--- config.mk ---
export PLATFORM = sky130hd
export DESIGN_NAME = tpi_top
export DESIGN_NICKNAME = d
export VERILOG_FILES = /design/src/hw/tpi_pkg.sv /design/src/hw/tpi_strobe.sv /design/src/hw/tpi_channel.sv /design/src/hw/tpi_top.sv
export SDC_FILE = /design/constraint.sdc
export NUM_CORES = 1
export LEC_CHECK = 0
export BUFFER_PORTS_ARGS = -buffer_cell sky130_fd_sc_hd__buf_2
export CAP_MARGIN = 20
export CORE_MARGIN = 3
export CORE_UTILIZATION = 56
export CTS_BUF_LIST = sky130_fd_sc_hd__clkbuf_8
export DETAILED_ROUTE_END_ITERATION = 8
export GPL_TIMING_DRIVEN = 1
export HOLD_SLACK_MARGIN = 0.08
export PLACE_DENSITY = 0.83
export SLEW_MARGIN = 10
export SYNTH_ARGS = -nofsm -noshare
export SYNTH_HDL_FRONTEND = slang
export SYNTH_SLANG_ARGS = --single-unit
export TNS_END_PERCENT = 100
--- constraint.sdc ---
create_clock -name core_clk_in -period 2 [get_ports core_clk_in]
set_clock_uncertainty 0.1 [all_clocks]
set_input_delay 0.3 -clock core_clk_in [delete_from_list [all_inputs] [get_ports core_clk_in]]
set_output_delay 0.3 -clock core_clk_in [all_outputs]
set_load 0.01 [all_outputs]
--- src/hw/tpi_pkg.sv ---
package tpi_pkg;
	// Port addresses on the two select lines
	localparam logic [1:0] ADDR_CH0   = 2'h0;
	localparam logic [1:0] ADDR_CH1   = 2'h1;
	localparam logic [1:0] ADDR_CH2   = 2'h2;
	localparam logic [1:0] ADDR_SETUP = 2'h3;

	// Setup word field positions
	localparam int CHAN_PICK_HI_POS  = 7;
	localparam int CHAN_PICK_LO_POS  = 6;
	localparam int FMT_HI_POS        = 5;
	localparam int FMT_LO_POS        = 4;
	localparam int MODE_HI_POS       = 3;
	localparam int MODE_LO_POS       = 1;
	localparam int DECIMAL_POS       = 0;

	localparam logic [1:0] PICK_READBACK = 2'h3;

	typedef enum logic [1:0] {
		TPI_FMT_LATCH = 2'b00,
		TPI_FMT_LOW   = 2'b01,
		TPI_FMT_HIGH  = 2'b10,
		TPI_FMT_BOTH  = 2'b11
	} tpi_fmt_t;

	// Reset values of per-channel state
	localparam logic [7:0]  SETUP_RST = 8'h00;
	localparam logic [15:0] COUNT_RST = 16'h0000;
	localparam logic [2:0]  MODE_RST  = 3'h0;
endpackage

--- src/hw/tpi_strobe.sv ---
// Turns a low-active write strobe into a one-cycle pulse on its falling edge
module tpi_strobe (
	input  wire logic core_clk_in,
	input  wire logic rst_in,
	input  wire logic strobe_n_in,
	output logic      pulse_out
);
	logic prev_reg;
	logic prev_next;

	// Remember last level so a long strobe yields one pulse only
	always_comb begin
		prev_next = strobe_n_in;
	end

	always_ff @(posedge core_clk_in) begin
		if (rst_in) begin
			prev_reg <= 1'b1;
		end else begin
			prev_reg <= prev_next;
		end
	end

	assign pulse_out = prev_reg & ~strobe_n_in;
endmodule

--- src/hw/tpi_channel.sv ---
// One channel's programming state: format, mode, count holding register
module tpi_channel (
	input  wire logic        core_clk_in,
	input  wire logic        rst_in,
	input  wire logic        setup_we_in,
	input  wire logic        count_we_in,
	input  wire logic [7:0]  data_in,
	output logic [1:0]       fmt_out,
	output logic [2:0]       mode_out,
	output logic             decimal_out,
	output logic [15:0]      count_out,
	output logic             programmed_out,
	output logic             load_out,
	output logic             hi_next_out
);
	logic [7:0]  setup_reg,  setup_next;
	logic [15:0] count_reg,  count_next;
	logic        hi_reg,     hi_next;
	logic        prog_reg,   prog_next;
	logic        load_reg,   load_next;
	logic [1:0]  fmt_w;

	assign fmt_w = setup_reg[tpi_pkg::FMT_HI_POS:tpi_pkg::FMT_LO_POS];

	// Setup word, byte pointer and holding register update
	always_comb begin
		setup_next = setup_reg;
		count_next = count_reg;
		hi_next    = hi_reg;
		prog_next  = prog_reg;
		load_next  = 1'b0;
		if (setup_we_in) begin
			setup_next = data_in;
			count_next = tpi_pkg::COUNT_RST;
			hi_next    = 1'b0;
			prog_next  = 1'b1;
		end else if (count_we_in && prog_reg) begin
			// Mode stays; only the count and the byte pointer change
			unique case (fmt_w)
				tpi_pkg::TPI_FMT_LOW: begin
					count_next[7:0] = data_in;
					load_next       = 1'b1;
				end
				tpi_pkg::TPI_FMT_HIGH: begin
					count_next[15:8] = data_in;
					load_next        = 1'b1;
				end
				tpi_pkg::TPI_FMT_BOTH: begin
					if (hi_reg) begin
						count_next[15:8] = data_in;
						load_next        = 1'b1;
					end else begin
						count_next[7:0] = data_in;
					end
					hi_next = ~hi_reg;
				end
				tpi_pkg::TPI_FMT_LATCH: begin
					load_next = 1'b0; // Latch format never stored
				end
			endcase
		end
	end

	// Undefined content before programming is fine, but we still reset
	always_ff @(posedge core_clk_in) begin
		if (rst_in) begin
			setup_reg <= tpi_pkg::SETUP_RST;
			count_reg <= tpi_pkg::COUNT_RST;
			hi_reg    <= 1'b0;
			prog_reg  <= 1'b0;
			load_reg  <= 1'b0;
		end else begin
			setup_reg <= setup_next;
			count_reg <= count_next;
			hi_reg    <= hi_next;
			prog_reg  <= prog_next;
			load_reg  <= load_next;
		end
	end

	// Modes 2 and 3 ignore the top mode bit
	always_comb begin
		mode_out = setup_reg[tpi_pkg::MODE_HI_POS:tpi_pkg::MODE_LO_POS];
		if (mode_out[1]) begin
			mode_out[2] = 1'b0;
		end
	end

	assign fmt_out        = fmt_w;
	assign decimal_out    = setup_reg[tpi_pkg::DECIMAL_POS];
	assign count_out      = count_reg;
	assign programmed_out = prog_reg;
	assign load_out       = load_reg;
	assign hi_next_out    = hi_reg;
endmodule

--- src/hw/tpi_top.sv ---
// Function
// - A write with both select lines high is stored as the setup word, unless it is a read-back or latch-format word.
// - Setup bits 7:6 pick channel 0..2; value 3 is read-back, not a channel.
// - Setup bits 5:4 give format: latch, low only, high only, low then high.
// - Count bytes follow the channel format; device places bytes accordingly.
// - Count bytes land only at the channel's own address, never setup.
// - A new count may come any time and leaves the mode untouched.
// - Nothing is guaranteed about a channel until it is programmed.
// - Writes to different channels interleave freely with separate byte pointers.
// - Strobes are ignored unless the low-active chip select is low.
// - Selects decode 00,01,10 to channels 0..2 and 11 to setup.
// - A setup word clears both bytes of the channel's holding register.
module tpi_top (
	input  wire logic        core_clk_in,
	input  wire logic        rst_in,
	input  wire logic        chip_sel_n_in,
	input  wire logic        rd_n_in,
	input  wire logic        wr_n_in,
	input  wire logic        port_sel_hi_in,
	input  wire logic        port_sel_lo_in,
	input  wire logic [7:0]  data_in,
	output logic [7:0]       data_out,
	output logic             data_oe_out,
	output logic [47:0]      count_holding_reg_out,
	output logic [8:0]       op_mode_out,
	output logic [5:0]       byte_format_out,
	output logic [2:0]       decimal_out,
	output logic [2:0]       programmed_out,
	output logic [2:0]       count_load_out
);
	logic        wr_pulse;
	logic [1:0]  addr_w;
	logic        wr_ok;
	logic [2:0]  setup_we;
	logic [2:0]  count_we;
	logic [1:0]  fmt_w   [3];
	logic [2:0]  mode_w  [3];
	logic        dec_w   [3];
	logic [15:0] cnt_w   [3];
	logic        prog_w  [3];
	logic        load_w  [3];
	logic        hi_w    [3];
	logic [7:0]  rdata_reg, rdata_next;
	logic        oe_reg,    oe_next;
	logic [47:0] cnt_reg,   cnt_next;
	logic [8:0]  mode_reg,  mode_next;
	logic [5:0]  fmt_reg,   fmt_next;
	logic [2:0]  dec_reg,   dec_next;
	logic [2:0]  prog_reg,  prog_next;
	logic [2:0]  load_reg,  load_next;

	// Strobe edge: data is taken once per write cycle
	tpi_strobe u_wr (
		.core_clk_in (core_clk_in),
		.rst_in      (rst_in),
		.strobe_n_in (wr_n_in),
		.pulse_out   (wr_pulse)
	);

	assign addr_w = {port_sel_hi_in, port_sel_lo_in};
	assign wr_ok  = wr_pulse & ~chip_sel_n_in;

	// Address and setup-word decode to per-channel write enables
	always_comb begin
		setup_we = 3'h0;
		count_we = 3'h0;
		if (wr_ok) begin
			if (addr_w == tpi_pkg::ADDR_SETUP) begin
				// Latch format and read-back are commands, not programming
				if (data_in[tpi_pkg::CHAN_PICK_HI_POS:tpi_pkg::CHAN_PICK_LO_POS] != tpi_pkg::PICK_READBACK &&
				    data_in[tpi_pkg::FMT_HI_POS:tpi_pkg::FMT_LO_POS] != tpi_pkg::TPI_FMT_LATCH) begin
					setup_we[data_in[tpi_pkg::CHAN_PICK_HI_POS:tpi_pkg::CHAN_PICK_LO_POS]] = 1'b1;
				end
			end else begin
				count_we[addr_w] = 1'b1;
			end
		end
	end

	// Independent channels keep their own byte pointers
	genvar g;
	generate
		for (g = 0; g < 3; g++) begin : g_ch
			tpi_channel u_ch (
				.core_clk_in    (core_clk_in),
				.rst_in         (rst_in),
				.setup_we_in    (setup_we[g]),
				.count_we_in    (count_we[g]),
				.data_in        (data_in),
				.fmt_out        (fmt_w[g]),
				.mode_out       (mode_w[g]),
				.decimal_out    (dec_w[g]),
				.count_out      (cnt_w[g]),
				.programmed_out (prog_w[g]),
				.load_out       (load_w[g]),
				.hi_next_out    (hi_w[g])
			);
		end
	endgenerate

	// Output registering; readback of the holding register is a simple view,
	// live counting-element reads are left to the counting logic.
	always_comb begin
		rdata_next = 8'h00;
		oe_next    = 1'b0;
		if (~chip_sel_n_in && ~rd_n_in && addr_w != tpi_pkg::ADDR_SETUP) begin
			oe_next    = 1'b1;
			rdata_next = hi_w[addr_w] ? cnt_w[addr_w][15:8] : cnt_w[addr_w][7:0];
		end
		cnt_next  = {cnt_w[2], cnt_w[1], cnt_w[0]};
		mode_next = {mode_w[2], mode_w[1], mode_w[0]};
		fmt_next  = {fmt_w[2], fmt_w[1], fmt_w[0]};
		dec_next  = {dec_w[2], dec_w[1], dec_w[0]};
		prog_next = {prog_w[2], prog_w[1], prog_w[0]};
		load_next = {load_w[2], load_w[1], load_w[0]};
	end

	always_ff @(posedge core_clk_in) begin
		if (rst_in) begin
			rdata_reg <= 8'h00;
			oe_reg    <= 1'b0;
			cnt_reg   <= 48'h000000000000;
			mode_reg  <= 9'h000;
			fmt_reg   <= 6'h00;
			dec_reg   <= 3'h0;
			prog_reg  <= 3'h0;
			load_reg  <= 3'h0;
		end else begin
			rdata_reg <= rdata_next;
			oe_reg    <= oe_next;
			cnt_reg   <= cnt_next;
			mode_reg  <= mode_next;
			fmt_reg   <= fmt_next;
			dec_reg   <= dec_next;
			prog_reg  <= prog_next;
			load_reg  <= load_next;
		end
	end

	assign data_out              = rdata_reg;
	assign data_oe_out           = oe_reg;
	assign count_holding_reg_out = cnt_reg;
	assign op_mode_out           = mode_reg;
	assign byte_format_out       = fmt_reg;
	assign decimal_out           = dec_reg;
	assign programmed_out        = prog_reg;
	assign count_load_out        = load_reg;
endmodule

# ---- Word-level counts from Yosys, hierarchy flattened
# Index checks and enable logic that the tools add are counted.
# Widths: inputs -> output; s select.
dict set report word_totals {
  input_bits 15
  output_inout_bits 81
  wordCells 141
  register_bits 157
}
dict set report classes {
  n_mux 35
  eq_ne 18
  magnitude_cmp 5
  bitwise 13
  n_reduce_logical 40
}
# cell n
set ops {}
lappend ops {{$pmux 8 s2} 6}
lappend ops {{$mux 8} 7}
lappend ops {{$bmux 16 s2} 1}
lappend ops {{$mux 16} 2}
lappend ops {{$reduce_or 2->1} 10}
lappend ops {{$reduce_and 3->1} 6}
lappend ops {{$mux 3} 5}
lappend ops {{$eq 2x2->1 const B} 7}
lappend ops {{$reduce_bool 2->1} 7}
lappend ops {{$ne 2x2->1 const B} 5}
lappend ops {{$not 1->1} 10}
lappend ops {{$pmux 1 s3} 3}
lappend ops {{$reduce_or 3->1} 3}
lappend ops {{$logic_and 1x1->1} 8}
lappend ops {{$mux 1} 8}
lappend ops {{$eq 2x1->1 const B} 3}
lappend ops {{$logic_not 2->1} 3}
lappend ops {{$lt 2x3->1 const B} 2}
lappend ops {{$ne 2x1->1 const B} 3}
lappend ops {{$reduce_and 2->1} 3}
lappend ops {{$demux 1 s2} 2}
lappend ops {{$ge 2x1->1 const B} 2}
lappend ops {{$ge 3x3->1 const B} 1}
lappend ops {{$not 2->3} 1}
lappend ops {{2 further kinds} 3}

# ---- Logic depth before layout (Yosys ltp)
# Gate-level depths: netlist (run 1).
dict set report depth {
  depth_word 9
  mapped_depth 7
  mapped_depth_nobuf 4
}

# ---- Modules after synthesis
# Synthesis (run 1) repeated with hierarchy kept, for this count alone.
dict set report hier_totals {
  hier_cells 545
  area_unflattened_um2 5713.0
}
# mod area_each_um2 seq_area_each_um2 n_inst cells_each
set modules_own_cells {}
lappend modules_own_cells {tpi_channel 1004.7 500.5 3 101}
lappend modules_own_cells {tpi_top 2663.8 1621.6 1 239}
lappend modules_own_cells {tpi_strobe 35.0 20.0 1 3}

# ---- Least setup slack after synthesis (run 1)
# OpenSTA, ideal clock, no wires.
dict set report synth_timing {
  path_kind {input -> register}
  startpoint {input port_sel_lo_in}
  endpoint {register g_ch[0].u_ch.count_reg[10]}
  required_ns 1.783
  cell_stages 5
  setup_slack_ns 0.295
  n_path_buf 1
  setup_ns 0.117
  arrival_time_ns 1.488
  cell_sequence {buf_6 > nor4b_4 > o2111ai_2 > mux2i_1 > nor2_1}
}
dict set report synth_via {
  elab_chain_len 8
  elab_cells_between_ends 13
  cone_classes {order compare: 2; eq/ne: 1; mux: 6; reduce/logical: 4}
}
# element line_no
set synth_lines {}
lappend synth_lines {{start, declared} tpi_top.sv:20} ;# input wire logic port_sel_lo_in,
lappend synth_lines {{$lt 2x3->1 (implied by the code) / $ge 2x1->1 (equally long branches)} tpi_top.sv:75} ;# count_we[addr_w] = 1'b1;
lappend synth_lines {{$logic_and 1x1->1 (implied by the code)} tpi_top.sv:75}
lappend synth_lines {{$mux 1 (implied by the code)} tpi_top.sv:75}
lappend synth_lines {{$demux 1 s2} tpi_top.sv:75}
lappend synth_lines {{$mux 3} tpi_top.sv:68} ;# if (addr_w == tpi_pkg::ADDR_SETUP) begin
lappend synth_lines {{$mux 3} tpi_top.sv:67} ;# if (wr_ok) begin
lappend synth_lines {{$logic_and 1x1->1} tpi_channel.sv:37} ;# end else if (count_we_in && prog_reg) begin
lappend synth_lines {{$reduce_and 3->1 (no source line)} n/a}
lappend synth_lines {{end signal, assigned} tpi_channel.sv:68} ;# count_reg <= tpi_pkg::COUNT_RST;
lappend synth_lines {{end signal, assigned} tpi_channel.sv:74} ;# count_reg <= count_next;
lappend synth_lines {{end, declared} tpi_channel.sv:17} ;# logic [15:0] count_reg, count_next;
# Parallel ways exist; a longest one is shown, timed or not.
# A chain may end at the register's enable or synchronous reset.

# ---- Worst setup path in the final report (run 1)
dict set report layout_timing {
  startpoint {input wr_n_in}
  endpoint {register g_ch[1].u_ch.setup_reg[5]}
}
dict set report layout_via {
  elab_chain_len 4
}
# element line_no
set layout_lines {}
lappend layout_lines {{start, declared} tpi_top.sv:18} ;# input wire logic wr_n_in,
lappend layout_lines {{$not 1->1} tpi_strobe.sv:24} ;# assign pulse_out = prev_reg & ~strobe_n_in;
lappend layout_lines {{$and 1x1->1} tpi_strobe.sv:24}
lappend layout_lines {{$and 1x1->1} tpi_top.sv:61} ;# assign wr_ok = wr_pulse & ~chip_sel_n_in;
lappend layout_lines {{$mux 3} tpi_top.sv:67}
lappend layout_lines {{end signal, assigned} tpi_channel.sv:67} ;# setup_reg <= tpi_pkg::SETUP_RST;
lappend layout_lines {{end signal, assigned} tpi_channel.sv:73} ;# setup_reg <= setup_next;
lappend layout_lines {{end, declared} tpi_channel.sv:16} ;# logic [7:0] setup_reg, setup_next;
# Every way passes these cells.

==> results.sh, run 1 <==
export IMPL_drive_gt1_share_pct=26.1
export IMPL_fillerInstances=701
export IMPL_drcViolationCount=0
export IMPL_detail_route_antenna_nets=0
export IMPL_seqCellArea_um2=3140
export IMPL_worst_r2r_path_depth=4
export IMPL_yosys_warnings=0
export IMPL_switchingPower_mw=1.27
export IMPL_reg_to_reg_end="data_out[1]"
export IMPL_setup_repair_after_global_routing_missed_its_margin="false"
export IMPL_globalRouteOverflowTotal=0
export IMPL_maxUsedRoutingLayer="met4"
export IMPL_dr_first_iter_drc_count=189
export IMPL_grt_usage_pct=22.9
export IMPL_setup_ws_ps=50.1
export IMPL_required_time_of_the_critical_path_ps=2230
export IMPL_floorplan_row_count=35
export IMPL_post_route_min_period_ps=1950
export IMPL_share_of_power_burned_in_registers_pct=54.2
export IMPL_cts_buffers_inserted=17
export IMPL_cell_area_after_synthesis_um2=5400
export IMPL_dominantRegCellSynth="sky130_fd_sc_hd__dfxtp_1"
export IMPL_total_leakage_power_nw=3.11
export IMPL_cap_viol_max_count=0
export IMPL_number_of_slew_limit_violations_in_the_final_report=0
export IMPL_utilization_pct=70.0
export IMPL_finalWirelength_um=12100
export IMPL_startpoint_type="input port"
export IMPL_drtPass1Iterations=5
export IMPL_instance_count_of_the_mapped_netlist=493
export IMPL_power_density_cell_area_nw_per_um2=888
export IMPL_antenna_found_initial=0
export IMPL_timing_reg2reg_setup_slack_ps=180
export IMPL_min_from="rst_in"
export IMPL_critical_path_arrival_ps=2180
export IMPL_worst_ir_drop_vdd_uv=503
export IMPL_worst_setup_path_type="input port to flip-flop"
export IMPL_full_die_area_um2=10900
export IMPL_post_drt_wl_per_cell_um=16.5
export IMPL_layout_area_overhead_vs_synth_pct=20.4
export IMPL_finalNonFillerCells=735
export IMPL_tritoncts="yes"
export IMPL_synth_seq_cells=157
export IMPL_timing_hold_ws_ps=119
export IMPL_final_hold_violation_count=0
export IMPL_die_height_um=104
export IMPL_tns_ps=0
export IMPL_timing_critical_path_fanout_max=9
export IMPL_synth_seq_area_share_pct=58.2
export IMPL_detailroute_wirelength_met3_um=885
export IMPL_timing_worst_slew_pin_value_ps=714
export IMPL_routed_via_count_divided_by_cell_count=5.29
export IMPL_postSynthAreaPerCell_um2=10.9
export IMPL_core_area_um2=9280
export IMPL_finalCritPeriodShare_pct=97.5
export IMPL_preCtsSetupSlack_ps=154
export IMPL_start_util_pct=58.1
export IMPL_cts_buffer_depth=2
export IMPL_synthesis_nets=508
export IMPL_p_sw_share_pct=22.1
export IMPL_insertedDiodeCount=0
export IMPL_timing_hold_worst_path_depth=2
export IMPL_pwr_share_clk_pct=42.4
export IMPL_asyncSetResetFlopFracSynth_pct=0
export IMPL_leading_cell_type_in_the_layout_fill_and_taps_excluded="sky130_fd_sc_hd__dfxtp_1"
export IMPL_final_area_um2=6500
export IMPL_cts_htree_levels=4
export IMPL_floorplan_die_width_um=104
export IMPL_endpoint_type_of_the_worst_setup_path="flip-flop"
export IMPL_first_global_vias=3873
export IMPL_holdCritPathClass="input port to flip-flop"
export IMPL_hold_path_endpoint="count_holding_reg_out[31]"
export IMPL_worstSkewPairLatency_ps=440
export IMPL_number_of_flops_mapped_to_enable_cells_by_yosys=0
export IMPL_most_common_layout_cells="157 x sky130_fd_sc_hd__dfxtp_1, 95 x sky130_fd_sc_hd__buf_2, 71 x sky130_fd_sc_hd__nor2b_1, 70 x sky130_fd_sc_hd__nor2_1, 66 x sky130_fd_sc_hd__mux2i_1"
export IMPL_total_power_mw=5.77
export IMPL_clkSinkCount=157
export IMPL_place_area_um2=6050
export IMPL_finish_net_count=608
export IMPL_grt_first_pass_wirelength_um=19500
export IMPL_outcome="finished, final reports clean"
export IMPL_fmax_ghz=0.513
export IMPL_worstReg2RegStart="g_ch[0].u_ch.hi_next_out"
export IMPL_pin_count_of_the_biggest_net_entering_global_routing=34
export IMPL_clk_pin_slew_ps=80
export IMPL_number_of_placed_instances_with_taps_included=702
export IMPL_rd_place_congestion=0.912
export IMPL_cellInternalPower_mw=4.50
export IMPL_place_detailed_hpwl_um=8250
export IMPL_slew_margin_rel_pct=52.1
export IMPL_multi_input_comb_area_um2=2100
export IMPL_top_level_ports=96
export IMPL_io_buffer_count=95
export IMPL_route_met2_wl_um=5740
export IMPL_comb_power_share_pct=3.4
export IMPL_clockRootBuffer="sky130_fd_sc_hd__clkbuf_8"
export IMPL_synth_distinct_cells=36
export IMPL_via_count=3891
export IMPL_setup_violations=0
export IMPL_post_cts_setup_buffers=0
export IMPL_wirelength_met1_um=5210
-- metal layers --
| layer | up-vias | global-route usage (%) |
|---|---|---|
| met4 | 0 | 11.6 |
| met3 | 26 | 6.58 |
| met2 | 153 | 36.1 |
| li1 | 1873 | - |
| met5 | - | 0 |
| met1 | 1839 | 28.7 |
-- cells in the mapped netlist, types with 4 or more instances --
library cell	count	area share, %
sky130_fd_sc_hd__a21oi_1	11	1.0
sky130_fd_sc_hd__clkbuf_1	18	1.3
sky130_fd_sc_hd__a211oi_1	16	2.2
sky130_fd_sc_hd__or2_2	4	0.46
sky130_fd_sc_hd__nor2b_1	71	8.2
sky130_fd_sc_hd__mux2i_1	66	12
sky130_fd_sc_hd__dfxtp_1	157	58
sky130_fd_sc_hd__nand2_1	6	0.42
sky130_fd_sc_hd__nor3b_1	5	0.70
sky130_fd_sc_hd__a22o_1	18	2.9
sky130_fd_sc_hd__nand4_2	4	0.93
sky130_fd_sc_hd__nor2_1	70	4.9
sky130_fd_sc_hd__buf_2	11	1.0
-- worst max-delay path: stages --
cell and delay, ps:
sky130_fd_sc_hd__dlygate4sd3_1 540, sky130_fd_sc_hd__buf_2 160, sky130_fd_sc_hd__nor3b_2 310, sky130_fd_sc_hd__o211a_2 360
sky130_fd_sc_hd__a21oi_1 210, sky130_fd_sc_hd__a22o_1 290
-- layout make-up --
| class | count | area share [%] |
|---|---|---|
| timing repair buffer | 115 | 10.2 |
| clock inverter | 13 | 2.50 |
| inverter | 2 | 0.116 |
| sequential | 157 | 48.4 |
| tap | 129 | 2.48 |
| multi-input combinational | 300 | 32.3 |
| clock buffer | 19 | 4.02 |
-- cell families after synthesis --
kind of cell / synth area share, %
AND/OR/NAND/NOR: 18.2
buffers and inverters: 3.08
multiplexers: 12.2
flip-flops: 58.2
XOR/XNOR: 0.487
AO/OA/AOI/OAI: 7.79
-- worst max path at each step --
stage / endpoint / from / slack, ps / cells after the start
2_1_floorplan: g_ch[0].u_ch.count_out[10] / port_sel_lo_in / 290 / 5
5_1_grt: g_ch[1].u_ch.setup_reg[4] / wr_n_in / 10 / 6
6_report: g_ch[1].u_ch.setup_reg[5] / wr_n_in / 50 / 6
3_5_place_dp: g_ch[1].u_ch.setup_reg[4] / wr_n_in / 150 / 5
3_3_place_gp: g_ch[1].u_ch.setup_reg[3] / wr_n_in / 200 / 5
4_1_cts: g_ch[1].u_ch.setup_reg[4] / wr_n_in / 50 / 6
-- power by group through the flow --
stage | Sequential [mW] | Combinational, mW | Clock [mW]
after floorplan | 3.20 | 0.113 | 0
after global placement | 3.20 | 0.184 | 0
after detailed placement | 3.20 | 0.188 | 0
after CTS | 3.13 | 0.191 | 2.49
after global routing | 3.13 | 0.205 | 2.64
final | 3.13 | 0.195 | 2.45
-- repair_timing --
action,CTS,global route
hold buffers,1,0
resized for setup,0,2
endpoints found under the setup margin,0,12
endpoints found under the hold margin,1,0
No activity file was read; power rests on OpenSTA's default activity.
==> run 2: changes to the inputs <==
--- a/config.mk
+++ b/config.mk
@@ -12,7 +12,7 @@
 export CTS_BUF_LIST = sky130_fd_sc_hd__clkbuf_8
 export DETAILED_ROUTE_END_ITERATION = 8
 export GPL_TIMING_DRIVEN = 1
-export HOLD_SLACK_MARGIN = 0.08
+export HOLD_SLACK_MARGIN = 0.15
 export PLACE_DENSITY = 0.83
 export SLEW_MARGIN = 10
 export SYNTH_ARGS = -nofsm -noshare
==> run 2 against run 1 <==
Worst hold slack better by 56 ps; combinational power is 2% higher; design area is 0.31% higher; utilization is 0.22 points higher; critical path depth stayed put; clock power hardly changed; cell count is 0.27% higher; sequential share of layout area is 0.15 points lower; sequential power hardly changed; register-to-register slack hardly changed; clock-buffer cell count stayed put; routed wire length is 0.16% higher.
==> results.sh, run 2 (synthesized netlist as in run 1, its figures left out) <==
export IMPL_outcome="finished, final reports clean"
export IMPL_setup_ws_ps=64.3
export IMPL_preCtsSetupSlack_ps=154
export IMPL_critical_path_arrival_ps=2170
export IMPL_pin_count_of_the_biggest_net_entering_global_routing=34
export IMPL_worstSkewPairLatency_ps=450
export IMPL_post_route_min_period_ps=1940
export IMPL_setup_worst_path_start="wr_n_in"
export IMPL_cts_htree_levels=4
export IMPL_timing_critical_path_cells="dlygate4sd3_1 -> buf_2 -> nor3b_2 -> o211a_2 -> a21oi_1 -> a22o_1"
export IMPL_post_drt_wl_per_cell_um=16.4
export IMPL_fmax_ghz=0.517
export IMPL_antenna_found_initial=0
export IMPL_first_global_vias=3880
export IMPL_setup_violations=0
export IMPL_rd_place_congestion=0.912
export IMPL_insertedDiodeCount=0
export IMPL_worstReg2RegStart="g_ch[0].u_ch.hi_next_out"
export IMPL_drcViolationCount=0
export IMPL_critPathSlowestCell="sky130_fd_sc_hd__dlygate4sd3_1"
export IMPL_total_leakage_power_nw=3.11
export IMPL_final_area_um2=6520
export IMPL_setup_repair_after_global_routing_missed_its_margin="false"
export IMPL_finalWirelength_um=12100
export IMPL_io_buffer_count=95
export IMPL_cellInternalPower_mw=4.50
export IMPL_most_common_layout_cells="157 x sky130_fd_sc_hd__dfxtp_1, 95 x sky130_fd_sc_hd__buf_2, 71 x sky130_fd_sc_hd__nor2b_1, 70 x sky130_fd_sc_hd__nor2_1, 66 x sky130_fd_sc_hd__mux2i_1"
export IMPL_cts_buffers_inserted=17
export IMPL_clockRootBuffer="sky130_fd_sc_hd__clkbuf_8"
export IMPL_reg_to_reg_end="data_out[1]"
export IMPL_number_of_placed_instances_with_taps_included=702
export IMPL_drive_gt1_share_pct=26.0
export IMPL_worst_ir_drop_vdd_uv=509
export IMPL_place_detailed_hpwl_um=8250
export IMPL_finalCritPeriodShare_pct=96.8
export IMPL_pwr_share_clk_pct=42.4
export IMPL_p_sw_share_pct=22.2
export IMPL_slew_margin_rel_pct=53.4
export IMPL_die_height_um=104
export IMPL_detail_route_antenna_nets=0
export IMPL_top_level_ports=96
export IMPL_required_time_of_the_critical_path_ps=2230
export IMPL_timing_reg2reg_setup_slack_ps=190
export IMPL_switchingPower_mw=1.28
export IMPL_share_of_power_burned_in_registers_pct=54.1
export IMPL_start_util_pct=58.1
export IMPL_timing_hold_worst_path_depth=3
export IMPL_grt_first_pass_wirelength_um=19500
export IMPL_worst_setup_path_type="input port to flip-flop"
export IMPL_timing_critical_path_fanout_max=9
export IMPL_min_from="data_in[6]"
export IMPL_layout_area_overhead_vs_synth_pct=20.8
export IMPL_number_of_slew_limit_violations_in_the_final_report=0
export IMPL_hold_path_endpoint="g_ch[1].u_ch.count_out[6]"
export IMPL_full_die_area_um2=10900
export IMPL_comb_power_share_pct=3.4
export IMPL_worst_r2r_path_depth=4
export IMPL_finish_net_count=610
export IMPL_place_area_um2=6050
export IMPL_dr_first_iter_drc_count=166
export IMPL_timing_hold_ws_ps=174
export IMPL_final_hold_violation_count=0
export IMPL_tns_ps=0
export IMPL_routed_via_count_divided_by_cell_count=5.33
export IMPL_core_area_um2=9280
export IMPL_finalNonFillerCells=737
export IMPL_startpoint_type="input port"
export IMPL_globalRouteOverflowTotal=0
export IMPL_grt_usage_pct=22.9
export IMPL_power_density_cell_area_nw_per_um2=887
export IMPL_clkSinkCount=157
export IMPL_leading_cell_type_in_the_layout_fill_and_taps_excluded="sky130_fd_sc_hd__dfxtp_1"
export IMPL_via_count=3930
export IMPL_timing_worst_slew_pin_value_ps=695
export IMPL_floorplan_row_count=35
export IMPL_endpoint_type_of_the_worst_setup_path="flip-flop"
export IMPL_cap_viol_max_count=0
export IMPL_tritoncts="yes"
export IMPL_holdCritPathClass="input port to flip-flop"
export IMPL_utilization_pct=70.2
export IMPL_crit_path_max_incr_delay_ps=530
export IMPL_total_power_mw=5.78
export IMPL_floorplan_die_width_um=104
export IMPL_drtPass1Iterations=4
export IMPL_clk_pin_slew_ps=80
export IMPL_cts_buffer_depth=2
## run 2: cell count changes in the layout (fill, tap and decap cells not counted), sizes merged
| cell | change |
|---|---|
| dlygate4sd3 | +2 |
## run 2: worst max path at each step
stage	cells past startpoint	slack, ps	end
floorplan	5	290	g_ch[0].u_ch.count_out[10]
CTS	6	50	g_ch[1].u_ch.setup_reg[4]
finish	6	60	g_ch[1].u_ch.setup_reg[5]
global route	6	7	g_ch[1].u_ch.setup_reg[4]
global placement	5	200	g_ch[1].u_ch.setup_reg[3]
detailed placement	5	150	g_ch[1].u_ch.setup_reg[4]
## run 2: worst max-delay path: cells and delay by family
kind | cells | cell delay, ps
AOI/OAI and AO/OA | 3 | 860
and+or+nand+nor | 1 | 310
buffers and inverters | 2 | 680
## run 2: per-layer routing
layer	track usage, %	up-vias	share of wire (%)
met4	11.6	0	3.5
met2	36.3	161	47
met5	0	-	0
li1	-	1877	-
met1	28.7	1855	43
met3	6.58	37	7.0
## run 2: area by class of cell
cell class / instances / area (um2)
timing repair buffer: 117 / 686
multi-input combinational: 300 / 2100
inverter: 2 / 7.51
sequential: 157 / 3140
tap: 129 / 161
fill: 699 / 2770
clock inverter: 13 / 163
clock buffer: 19 / 262
## run 2: power groups by stage
stage                     Sequential, mW  Clock (mW)  Combinational (mW)
after global routing                3.13        2.64               0.208
after global placement              3.20           0               0.184
after floorplan                     3.20           0               0.113
after CTS                           3.13        2.49               0.194
after detailed placement            3.20           0               0.188
final                               3.13        2.45               0.199
## run 2: what timing repair did
item | 4_1_cts | 5_1_grt
gates resized for setup | 0 | 2
setup endpoints to repair | 0 | 12
setup buffers | 0 | 0
hold buffers | 3 | 0
endpoints found under the hold margin | 6 | 0
==> run 3: changes to the inputs <==
--- a/config.mk
+++ b/config.mk
@@ -5,15 +5,16 @@
 export SDC_FILE = /design/constraint.sdc
 export NUM_CORES = 1
 export LEC_CHECK = 0
-export BUFFER_PORTS_ARGS = -buffer_cell sky130_fd_sc_hd__buf_2
+export ABC_AREA = 1
 export CAP_MARGIN = 20
 export CORE_MARGIN = 3
 export CORE_UTILIZATION = 56
 export CTS_BUF_LIST = sky130_fd_sc_hd__clkbuf_8
 export DETAILED_ROUTE_END_ITERATION = 8
+export DONT_BUFFER_PORTS = 1
 export GPL_TIMING_DRIVEN = 1
 export HOLD_SLACK_MARGIN = 0.15
-export PLACE_DENSITY = 0.83
+export PLACE_DENSITY = 0.74
 export SLEW_MARGIN = 10
 export SYNTH_ARGS = -nofsm -noshare
 export SYNTH_HDL_FRONTEND = slang
==> constraint.sdc (replaced) <==
create_clock -name core_clk_in -period 2.2 [get_ports core_clk_in]
set_clock_uncertainty 0.1 [all_clocks]
set_input_delay 0.33 -clock core_clk_in [delete_from_list [all_inputs] [get_ports core_clk_in]]
set_output_delay 0.33 -clock core_clk_in [all_outputs]
set_load 0.01 [all_outputs]
==> run 3 against run 2 <==
Routed wire length increased by 16%; critical endpoint is now data_oe_out; combinational power down 15%; area after synthesis grew 5.3%; critical path depth stayed put.
==> results.sh, run 3 <==
export IMPL_rd_place_congestion=0.867
export IMPL_tritoncts="yes"
export IMPL_yosys_warnings=0
export IMPL_synth_cells_most_frequent="157 x sky130_fd_sc_hd__dfxtp_1, 121 x sky130_fd_sc_hd__nand2_1, 110 x sky130_fd_sc_hd__nor2_1"
export IMPL_timing_hold_ws_ps=197
export IMPL_clk_pin_slew_ps=80
export IMPL_drive_gt1_share_pct=9.32
export IMPL_postCtsResizedCells=0
export IMPL_power_density_cell_area_nw_per_um2=841
export IMPL_synth_top_area_share_pct=55.3
export IMPL_worstSkewPairLatency_ps=450
export IMPL_worstReg2RegStart="g_ch[0].u_ch.hi_next_out"
export IMPL_crit_path_max_incr_delay_ps=630
export IMPL_critical_path_top_cell_by_count="sky130_fd_sc_hd__dlygate4sd3_1"
export IMPL_cts_htree_levels=4
export IMPL_number_of_slew_limit_violations_in_the_final_report=0
export IMPL_dominantRegCellSynth="sky130_fd_sc_hd__dfxtp_1"
export IMPL_start_util_pct=57.9
export IMPL_synth_area_mux_share_pct=0
export IMPL_critPathSlowestCell="sky130_fd_sc_hd__dlygate4sd3_1"
export IMPL_timing_hold_worst_path_depth=6
export IMPL_post_route_min_period_ps=2120
export IMPL_instance_count_of_the_mapped_netlist=701
export IMPL_worst_r2r_path_depth=6
export IMPL_startpoint_type="input port"
export IMPL_pin_count_of_the_biggest_net_entering_global_routing=78
export IMPL_floorplan_row_count=36
export IMPL_final_hold_violation_count=0
export IMPL_required_time_of_the_critical_path_ps=2490
export IMPL_io_buffer_count=0
export IMPL_floorplan_die_width_um=107
export IMPL_holdCritPathClass="input port to flip-flop"
export IMPL_compound_cell_area_share_of_the_yosys_netlist_pct=8.80
export IMPL_timing_reg2reg_setup_slack_ps=540
export IMPL_critical_path_arrival_ps=2410
export IMPL_synth_top_family_by_area="simple AND/OR/NAND/NOR gates"
export IMPL_synth_largest_area_cell="sky130_fd_sc_hd__dfxtp_1"
export IMPL_core_area_um2=9820
export IMPL_drcViolationCount=0
export IMPL_synth_area_leaders="sky130_fd_sc_hd__dfxtp_1 55%, sky130_fd_sc_hd__nand2_1 8.0%, sky130_fd_sc_hd__nand3_1 7.6%"
export IMPL_place_area_um2=5690
export IMPL_cap_viol_max_count=0
export IMPL_asyncSetResetFlopFracSynth_pct=0
export IMPL_timing_critical_path_fanout_max=77
export IMPL_tns_ps=0
export IMPL_synthesis_nets=716
export IMPL_clockRootBuffer="sky130_fd_sc_hd__clkbuf_8"
export IMPL_place_detailed_hpwl_um=9370
export IMPL_drtPass1Iterations=5
export IMPL_setup_violations=0
export IMPL_cts_buffer_depth=2
export IMPL_worst_setup_path_type="input port to flip-flop"
export IMPL_outcome="finished, final reports clean"
export IMPL_grt_usage_pct=25.7
export IMPL_synth_adder_area_share_pct=0
export IMPL_endpoint_type_of_the_worst_setup_path="flip-flop"
export IMPL_finish_net_count=732
export IMPL_postSynthAreaPerCell_um2=8.11
export IMPL_first_global_vias=4448
export IMPL_leading_cell_type_in_the_layout_fill_and_taps_excluded="sky130_fd_sc_hd__dfxtp_1"
export IMPL_setup_repair_after_global_routing_missed_its_margin="false"
export IMPL_cell_area_after_synthesis_um2=5680
export IMPL_most_common_layout_cells="157 x sky130_fd_sc_hd__dfxtp_1, 121 x sky130_fd_sc_hd__nand2_1, 110 x sky130_fd_sc_hd__nor2_1, 86 x sky130_fd_sc_hd__nand3_1, 86 x sky130_fd_sc_hd__inv_1"
export IMPL_timing_worst_slew_pin_value_ps=578
export IMPL_slew_margin_rel_pct=61.3
export IMPL_synth_seq_cells=157
export IMPL_dr_first_iter_drc_count=338
export IMPL_total_leakage_power_nw=2.30
export IMPL_yosys_area_share_simple_pct=26.7
export IMPL_clkSinkCount=157
export IMPL_finalWirelength_um=14000
export IMPL_detail_route_antenna_nets=0
export IMPL_min_from="port_sel_hi_in"
export IMPL_hold_path_endpoint="data_out[7]"
export IMPL_finalNonFillerCells=863
export IMPL_antenna_found_initial=0
export IMPL_globalRouteOverflowTotal=0
export IMPL_insertedDiodeCount=0
export IMPL_synth_seq_area_share_pct=55.3
export IMPL_post_drt_wl_per_cell_um=16.3
export IMPL_via_count=4644
export IMPL_final_area_um2=6350
export IMPL_fmax_ghz=0.471
export IMPL_worst_ir_drop_vdd_uv=370
export IMPL_number_of_placed_instances_with_taps_included=810
export IMPL_top_level_ports=96
export IMPL_grt_first_pass_wirelength_um=22400
export IMPL_timing_critical_path_cells="dlygate4sd3_1 -> buf_16 -> inv_2 -> nand3_1 -> nor2_2 -> dlygate4sd3_1"
export IMPL_yosys_cell_count_top_type="sky130_fd_sc_hd__dfxtp_1"
export IMPL_synth_distinct_cells=27
export IMPL_full_die_area_um2=11400
export IMPL_finalCritPeriodShare_pct=96.4
export IMPL_reg_to_reg_end="g_ch[0].u_ch.count_out[14]"
export IMPL_cts_buffers_inserted=17
export IMPL_layout_area_overhead_vs_synth_pct=11.8
export IMPL_die_height_um=107
export IMPL_routed_via_count_divided_by_cell_count=5.38
export IMPL_number_of_flops_mapped_to_enable_cells_by_yosys=0
export IMPL_yosys_area_share_xor_xnor_pct=0
## run 3: cell count changes after synthesis, moves of 22 or more
cell	previous run	this run
sky130_fd_sc_hd__nand2_1	6	121
sky130_fd_sc_hd__inv_1	2	84
sky130_fd_sc_hd__nor2_1	70	110
sky130_fd_sc_hd__nand3_1	1	86
sky130_fd_sc_hd__o21ai_0	0	22
sky130_fd_sc_hd__mux2i_1	66	0
sky130_fd_sc_hd__a21oi_1	11	49
sky130_fd_sc_hd__nor2b_1	71	0
## run 3: final cells by class
type / count / area (um2)
fillers: 862 / 3470
clock buffers: 18 / 248
clock inverters: 14 / 195
multi-input cells: 429 / 2020
repair buffers: 25 / 253
inverters: 87 / 327
flip-flops and latches: 157 / 3140
well taps: 133 / 166
## run 3: per-layer routing
layer	part of all wire (%)	up-vias	wire (um)	global-route usage (%)
li1	-	2237	-	-
met1	43	2164	6050	33.7
met2	45	210	6300	39.2
met3	9.0	33	1270	6.80
met4	3.0	0	424	12.9
met5	0	-	0	0
## run 3: kinds of logic (layout without fill, tap and decap cells)
| family | count (synthesis) | count (layout) |
|---|---|---|
| AND/OR/NAND/NOR | 340 | 340 |
| AO/OA/AOI/OAI | 89 | 89 |
| buffers and inverters | 115 | 144 |
| flip-flops | 157 | 157 |
## run 3: stage by stage
stage / setup WS (ps) / util, % / power [mW]
final: 78.7 / 64.7 / 5.34
after detailed placement: 585 / 57.9 / 3.00
after CTS: 123 / 64.4 / 5.37
after global routing: 17.4 / 64.7 / 5.50
after floorplan: 788 / - / 3.02
after global placement: 670 / 57.9 / 3.00
## run 3: what timing repair did
action                                  4_1_cts  5_1_grt
hold buffers                                 18        1
endpoints found under the setup margin        0        1
endpoints found under the hold margin       152        6
buffers inserted                              0        2
## run 3: worst max-delay path: cells and delay by family
kind          cells  cell delay, ps
buf+inv           4            1580
simple gates      2             460
## run 3: power by group
part           internal [mW]  switching [mW]  leakage [nW]
registers               2.84         0.00381          1.26
clock network           1.27            1.06         0.222
logic                 0.0446           0.126         0.817
total                   4.16            1.19          2.30
## run 3: worst max path at each step
stage | start | endpoint | slack, ps | depth (start not counted)
2_1_floorplan | data_in[7] | g_ch[2].u_ch.load_out | 790 | 8
3_3_place_gp | wr_n_in | g_ch[1].u_ch.count_out[9] | 670 | 7
3_5_place_dp | wr_n_in | g_ch[1].u_ch.count_out[9] | 590 | 7
4_1_cts | port_sel_hi_in | g_ch[0].u_ch.load_out | 120 | 5
5_1_grt | rst_in | data_oe_out | 20 | 6
6_report | rst_in | data_oe_out | 80 | 6
